### src/hw/ptcs_defines.svh
// Constants for the transceiver state and carrier sense block
`ifndef PTCS_DEFINES_SVH
`define PTCS_DEFINES_SVH
`define PTCS_SLOT_PREAMBLE_COUNT 8
`define PTCS_SYNC_TIMEOUT_SYMBOLS 4
`define PTCS_SYMBOL_DIV 40
`define PTCS_CARRIER_DIV 4
`endif

### src/hw/ptcs_pkg.sv
// Types for the transceiver state and carrier sense block
package ptcs_pkg;
  typedef enum logic [0:0] {
    PTCS_TX_ON_RX_OFF = 1'b0,
    PTCS_TX_OFF_RX_ON = 1'b1
  } ptcs_trx_state_t;
  typedef enum logic [1:0] {
    PTCS_SUCCESS = 2'b00,
    PTCS_BUSY_TX = 2'b01,
    PTCS_BUSY_RX = 2'b10
  } ptcs_trx_status_t;
  typedef enum logic [0:0] {
    PTCS_IDLE = 1'b0,
    PTCS_BUSY = 1'b1
  } ptcs_media_t;
  typedef enum logic [1:0] {
    PTCS_CS_HUNT  = 2'b00,
    PTCS_CS_SYNC  = 2'b01,
    PTCS_CS_FRAME = 2'b10
  } ptcs_cs_state_t;
endpackage

### src/hw/ptcs_timebase.sv
// Common clock divider giving carrier and symbol enables
`timescale 1ns/10ps
`include "ptcs_defines.svh"
module ptcs_timebase
  import ptcs_pkg::*;
#(
  parameter int CARRIER_DIV = `PTCS_CARRIER_DIV,
  parameter int SYMBOL_DIV  = `PTCS_SYMBOL_DIV
) (
  input  wire logic ref_clk,
  input  wire logic nrst,
  output logic      carrier_tick,
  output logic      symbol_tick
);
  // Counters are 16 bits wide, and a one-cycle tick needs a divider of at least two
  if (CARRIER_DIV < 2 || SYMBOL_DIV < 2 || CARRIER_DIV > 65535 || SYMBOL_DIV > 65535) begin : g_bad_div
    $error("ptcs_timebase: divider out of range");
  end
  logic [15:0] car_cnt;
  logic [15:0] sym_cnt;
  logic [15:0] next_car_cnt;
  logic [15:0] next_sym_cnt;
  // Both rates come from two counters on one clock, reset together, so they never drift apart
  always_comb begin
    next_car_cnt = (car_cnt == 16'(CARRIER_DIV - 1)) ? 16'h0000 : car_cnt + 16'h0001;
    next_sym_cnt = (sym_cnt == 16'(SYMBOL_DIV - 1)) ? 16'h0000 : sym_cnt + 16'h0001;
  end
  always_ff @(posedge ref_clk or negedge nrst) begin
    if (!nrst) begin
      car_cnt      <= 16'h0000;
      sym_cnt      <= 16'h0000;
      carrier_tick <= 1'b0;
      symbol_tick  <= 1'b0;
    end else begin
      car_cnt      <= next_car_cnt;
      sym_cnt      <= next_sym_cnt;
      carrier_tick <= (car_cnt == 16'(CARRIER_DIV - 1));
      symbol_tick  <= (sym_cnt == 16'(SYMBOL_DIV - 1));
    end
  end
endmodule

### src/hw/ptcs_top.sv
// Transceiver state control and physical carrier sense
`timescale 1ns/10ps
`include "ptcs_defines.svh"
module ptcs_top
  import ptcs_pkg::*;
#(
  parameter int SLOT_PREAMBLE_COUNT = `PTCS_SLOT_PREAMBLE_COUNT,
  parameter int SYNC_TIMEOUT        = `PTCS_SYNC_TIMEOUT_SYMBOLS
) (
  input  wire logic REF_CLK,
  input  wire logic NRST,
  input  wire logic TRANSCEIVER_STATE_REQUEST,
  input  wire logic REQ_STATE,
  input  wire logic TX_ACTIVE,
  input  wire logic RX_ACTIVE,
  input  wire logic CARRIER_SENSE_QUERY,
  input  wire logic PREAMBLE_SYMBOL,
  input  wire logic FRAME_SYNC,
  input  wire logic FRAME_END,
  output logic      TRX_CONFIRM,
  output logic [1:0] TRX_STATUS,
  output logic      TX_ENABLE,
  output logic      RX_ENABLE,
  output logic      CS_CONFIRM,
  output logic      CS_STATUS,
  output logic      PHYSICAL_CARRIER_SENSE,
  output logic      CARRIER_TICK,
  output logic      SYMBOL_TICK
);
  // Preamble and sync counters are 8 bits wide, so larger counts would wrap
  if (SLOT_PREAMBLE_COUNT < 1 || SLOT_PREAMBLE_COUNT > 255 || SYNC_TIMEOUT < 1 || SYNC_TIMEOUT > 255)
  begin : g_bad_count
    $error("ptcs_top: count parameter out of range");
  end
  logic carrier_tick;
  logic symbol_tick;
  // One divider feeds both carrier and symbol timing
  ptcs_timebase u_timebase (
    .ref_clk      (REF_CLK),
    .nrst         (NRST),
    .carrier_tick (carrier_tick),
    .symbol_tick  (symbol_tick)
  );
  // Transceiver state request handling
  logic             tx_en;
  logic             rx_en;
  logic             trx_cf;
  ptcs_trx_status_t trx_st;
  logic             next_tx_en;
  logic             next_rx_en;
  logic             next_trx_cf;
  ptcs_trx_status_t next_trx_st;
  always_comb begin
    next_tx_en  = tx_en;
    next_rx_en  = rx_en;
    next_trx_cf = 1'b0;
    next_trx_st = trx_st;
    if (TRANSCEIVER_STATE_REQUEST) begin
      next_trx_cf = 1'b1;
      // Busy transmit checked first: an ongoing send must not be cut
      if (TX_ACTIVE) begin
        next_trx_st = PTCS_BUSY_TX;
      end else if (RX_ACTIVE) begin
        next_trx_st = PTCS_BUSY_RX;
      end else begin
        next_trx_st = PTCS_SUCCESS;
        next_tx_en  = (REQ_STATE == PTCS_TX_ON_RX_OFF);
        next_rx_en  = (REQ_STATE == PTCS_TX_OFF_RX_ON);
      end
    end
  end
  always_ff @(posedge REF_CLK or negedge NRST) begin
    if (!NRST) begin
      tx_en  <= 1'b0;
      rx_en  <= 1'b1;
      trx_cf <= 1'b0;
      trx_st <= PTCS_SUCCESS;
    end else begin
      tx_en  <= next_tx_en;
      rx_en  <= next_rx_en;
      trx_cf <= next_trx_cf;
      trx_st <= next_trx_st;
    end
  end
  // Carrier sense machine; preamble and sync counts advance per symbol, sync and frame end act at once
  ptcs_cs_state_t cs_st;
  ptcs_cs_state_t next_cs_st;
  logic [7:0]     pre_cnt;
  logic [7:0]     next_pre_cnt;
  logic [7:0]     sync_cnt;
  logic [7:0]     next_sync_cnt;
  always_comb begin
    next_cs_st    = cs_st;
    next_pre_cnt  = pre_cnt;
    next_sync_cnt = sync_cnt;
    unique case (cs_st)
      PTCS_CS_HUNT: begin
        if (symbol_tick) begin
          if (!PREAMBLE_SYMBOL) begin
            next_pre_cnt = 8'h00;
          end else if (pre_cnt == 8'(SLOT_PREAMBLE_COUNT - 1)) begin
            next_pre_cnt  = 8'h00;
            next_sync_cnt = 8'h00;
            next_cs_st    = PTCS_CS_SYNC;
          end else begin
            next_pre_cnt = pre_cnt + 8'h01;
          end
        end
      end
      PTCS_CS_SYNC: begin
        if (FRAME_SYNC) begin
          next_cs_st = PTCS_CS_FRAME;
        end else if (symbol_tick) begin
          // Give up after the timeout so a false preamble cannot hold the media
          if (sync_cnt == 8'(SYNC_TIMEOUT - 1)) begin
            next_cs_st = PTCS_CS_HUNT;
          end else begin
            next_sync_cnt = sync_cnt + 8'h01;
          end
        end
      end
      PTCS_CS_FRAME: begin
        if (FRAME_END) begin
          next_cs_st = PTCS_CS_HUNT;
        end
      end
      default: begin
        next_cs_st = PTCS_CS_HUNT;
      end
    endcase
  end
  always_ff @(posedge REF_CLK or negedge NRST) begin
    if (!NRST) begin
      cs_st    <= PTCS_CS_HUNT;
      pre_cnt  <= 8'h00;
      sync_cnt <= 8'h00;
    end else begin
      cs_st    <= next_cs_st;
      pre_cnt  <= next_pre_cnt;
      sync_cnt <= next_sync_cnt;
    end
  end
  // Query answer, registered outputs
  logic next_pcs;
  logic physical_carrier_sense;
  logic cs_cf;
  logic cs_stat;
  always_comb begin
    next_pcs = (next_cs_st != PTCS_CS_HUNT);
  end
  always_ff @(posedge REF_CLK or negedge NRST) begin
    if (!NRST) begin
      physical_carrier_sense     <= 1'b0;
      cs_cf   <= 1'b0;
      cs_stat <= PTCS_IDLE;
    end else begin
      physical_carrier_sense     <= next_pcs;
      cs_cf   <= CARRIER_SENSE_QUERY;
      cs_stat <= physical_carrier_sense ? PTCS_BUSY : PTCS_IDLE;
    end
  end
  // Output flops
  always_ff @(posedge REF_CLK or negedge NRST) begin
    if (!NRST) begin
      TRX_CONFIRM            <= 1'b0;
      TRX_STATUS             <= 2'h0;
      TX_ENABLE              <= 1'b0;
      RX_ENABLE              <= 1'b1;
      CS_CONFIRM             <= 1'b0;
      CS_STATUS              <= 1'b0;
      PHYSICAL_CARRIER_SENSE <= 1'b0;
      CARRIER_TICK           <= 1'b0;
      SYMBOL_TICK            <= 1'b0;
    end else begin
      TRX_CONFIRM            <= trx_cf;
      TRX_STATUS             <= trx_st;
      TX_ENABLE              <= tx_en;
      RX_ENABLE              <= rx_en;
      CS_CONFIRM             <= cs_cf;
      CS_STATUS              <= cs_stat;
      PHYSICAL_CARRIER_SENSE <= physical_carrier_sense;
      CARRIER_TICK           <= carrier_tick;
      SYMBOL_TICK            <= symbol_tick;
    end
  end
endmodule

### config.mk
export PLATFORM = sky130hd
export DESIGN_NAME = ptcs_top
export DESIGN_NICKNAME = d
export VERILOG_FILES = /design/src/hw/ptcs_pkg.sv /design/src/hw/ptcs_timebase.sv /design/src/hw/ptcs_top.sv
export VERILOG_INCLUDE_DIRS = /design/src /design/src/hw
export SDC_FILE = /design/constraint.sdc
export NUM_CORES = 1
export LEC_CHECK = 0
export ABC_AREA = 1
export ABC_CLOCK_PERIOD_IN_PS = 3100
export BUFFER_PORTS_ARGS = -buffer_cell sky130_fd_sc_hd__buf_2
export CAP_MARGIN = 10
export CORE_UTILIZATION = 60
export DETAILED_ROUTE_END_ITERATION = 8
export PLACE_DENSITY = 0.76
export SKIP_CTS_REPAIR_TIMING = 1
export SYNTH_ARGS = -nofsm -noshare
export SYNTH_HDL_FRONTEND = slang
export SYNTH_SLANG_ARGS = --single-unit
### constraint.sdc
create_clock -name REF_CLK -period 3.1 [get_ports REF_CLK]
set_input_delay 0.31 -clock REF_CLK [delete_from_list [all_inputs] [get_ports REF_CLK]]
set_output_delay 0.31 -clock REF_CLK [all_outputs]
set_load 0.005 [all_outputs]
==> summary.txt <==
Status
  • Status: finished, violations left
  • Failing checks: negative hold slack

Power and ir drop
  • Maximum vdd drop: between 300 and 400 uV
  • Leakage: around 1.8 nW
  • Cell area power density: about 460 mW/mm^2

Route
  • Initial DRT Pass Iterations: 5
  • Post-route ant nets: 0
  • Residual DRC count: 0
  • Avg WL per Cell: 12.2 um
  • Overall via count from detail_route: 2,480
  • Routed wire length: 5930 um
  • Initial drt markers: 123
  • Via density per instance: approximately 5.1

Logic synthesis
  • Post-Syn Area: 0.00332 sq mm
  • Avg Cell Area, Syn: a little under 9 sq um
  • Synth Net Count: 392
  • Yosys Warn Count: 0
  • Number of synthesized flops with an enable pin: 0
  • Post-synthesis async set-or-reset flop share: 100%
  • Seq/Total Area, Yosys: 52.2%
  • Yosys reg bits: 69
  • Yosys cell types: 34
  • Post-Synthesis Cells: 378
  • Dominant synthesized flop cell: dfrtp_1

Worst setup path
  • Critical path peak fanout: 4
  • R2R cell count: 4
  • R2R Path Start: u_timebase.sym_cnt[0]
  • Worst setup SP type: flip-flop
  • RR Endpoint: u_timebase.sym_cnt[1]
  • R2r setup slk: roughly 1.6 ns
  • Crit. End Element: flip-flop
  • CP required: 3.29 ns
  • Critical Setup Path Class: reg -> reg
  • Critical Path AT: approximately 1.7 ns

Finish
  • Area growth, synth to finish: 12.0%
  • Commonest non-fill, non-tap cells in the layout: nand2_1 (86), dfrtp_1 (67), nor2_1 (50), inv_1 (47), nand3_1 (33)
  • Nets: 424
  • Commonest non-fill, non-tap cell in the layout: nand2_1
  • Final Non-Filler Cells: 485
  • # diodes: 0
  • Layout cells sized above 1: roughly 15%

Timing
  • Max-slew headroom: 56.3%
  • Count of final hold-check violations: 27
  • Final setup fails: 0
  • RSZ-0062 raised after global routing: no
  • Highest clock rate: 654 MHz
  • Crit path time final: 1.53 ns
  • Hold Slack: -0.00961 ns
  • Slew Viols, Final: 0
  • Max Clock Skew: 0.00449 ns
  • Fin crit share: 49.3%
  • Final setup TNS: 0 ns
  • Worst slew pin tran: 0.656 ns

Global routing
  • Congestion Overflow GR: 0
  • GRT Overall Usage: 23.2%
  • First-pass GRT wire length: approximately 10,000 um
  • Initial antenna violation count: 0
  • Vias in the first global route: 2,341
  • Largest net degree at the start of global routing: 32

Die
  • Cell row count: 26
  • Initial core utilization: between 60 and 70%
  • DIE AREA: 0.00583 sq mm
  • CORE AREA: around 0.0052 sq mm
  • Chip height: 76.3 um
  • Die width: 76.3 um
  • I/O Pins: 20

Clock network
  • Clock slew at reported path FFs: 0.07 ns
  • Root buffer cell: clkbuf_8
  • Num Clock Sinks: roughly 70
  • H-tree levels: 3
  • CTS tree: yes
  • Clk buf depth: 2
  • TritonCTS buffer count: 9
  • Later-pin clock latency in the skew report: 0.35 ns

Place
  • Final HPWL DP: 4250 um
  • Number of instances in the placed design: about 470
  • PortBufs: 19
  • Final Wtd Congestion: 0.918

Flow run
  • Max-Cap Viols: 0

Hold path
  • HP Class: in -> async
==> metrics by stage <==
step | power [W] | util, % | area, sq um | setup WS [ns]
finish | 0.00173 | 71.3 | 3710 | 1.57
global route | 0.00179 | 71.3 | 3710 | 1.35
CTS | 0.00174 | 71.3 | 3710 | 1.56
detailed placement | 0.00101 | 67.5 | 3510 | 1.59
global placement | 0.00101 | 67.5 | 3510 | 1.61
floorplan | 0.000974 | - | 3320 | 1.75
==> final cells by class <==
cell class	instances	area, sq um
flip-flops and latches	69	1730
fillers	412	1490
multi-input cells	258	1390
inverters	51	196
clock buffers	10	138
repair buffers	21	110
well taps	70	87.6
clock inverters	6	62.6
==> cells in the mapped netlist, drive strengths merged, types with 2 or more instances <==
master,count,share of area [%]
a21oi,5,1.2
dfrtp,67,51
dfstp,2,1.6
ha,4,1.5
inv,51,5.9
nand2,94,12
nand3,33,5.0
nand3b,3,0.68
nand4,5,0.94
nor2,55,7.1
nor3,11,2.0
nor4,4,0.94
o21ai,7,1.2
xnor2,2,0.53
xor2,28,7.4
==> sequential cells by signal (all words and copies together) (netlist names), 2 cells and up <==
signal / count
TRX_STATUS: 2
cs_st: 2
pre_cnt: 8
sync_cnt: 8
trx_st: 2
u_timebase.car_cnt: 16
u_timebase.sym_cnt: 16
==> power by group <==
part,switching [W],internal (W)
sequential,0.0000115,0.000924
combinational,0.0000374,0.0000221
clock,0.000341,0.000390
total,0.000390,0.00134
==> logic make-up after synthesis <==
group | count (synthesis) | synth area share, %
xor gates and xnor gates | 30 | 7.92
and+or+nand+nor | 206 | 28.6
DFF | 69 | 52.2
adders and majority gates | 4 | 1.51
buffers and inverters | 51 | 5.92
muxes | 1 | 0.340
AOI/OAI and AO/OA | 17 | 3.55
==> how the worst max path moves through the flow <==
| stage | from | slack [ns] | to |
|---|---|---|---|
| global placement | sync_cnt[0] | 1.61 | sync_cnt[5] |
| finish | u_timebase.sym_cnt[0] | 1.57 | u_timebase.sym_cnt[1] |
| floorplan | pre_cnt[0] | 1.75 | sync_cnt[5] |
| detailed placement | u_timebase.sym_cnt[0] | 1.59 | u_timebase.sym_cnt[1] |
| CTS | u_timebase.sym_cnt[0] | 1.56 | u_timebase.sym_cnt[1] |
| global route | u_timebase.sym_cnt[0] | 1.35 | u_timebase.sym_cnt[1] |
==> worst max-delay path, cell delays in order (launching register included) <==
cell	delay [ns]
dfrtp_1	0.39
ha_1	0.25
nand3_1	0.11
nor4_1	0.45
a21boi_0	0.18
==> per-layer routing <==
metal / global-route usage [%] / up-vias / part of all wire [%]
li1: - / 1253 / -
met1: 31.4 / 1149 / 49
met2: 35.2 / 69 / 45
met3: 4.43 / 9 / 4.0
met4: 12.7 / 0 / 1.8
met5: 0 / - / 0
(Power assumes the default switching activity.)
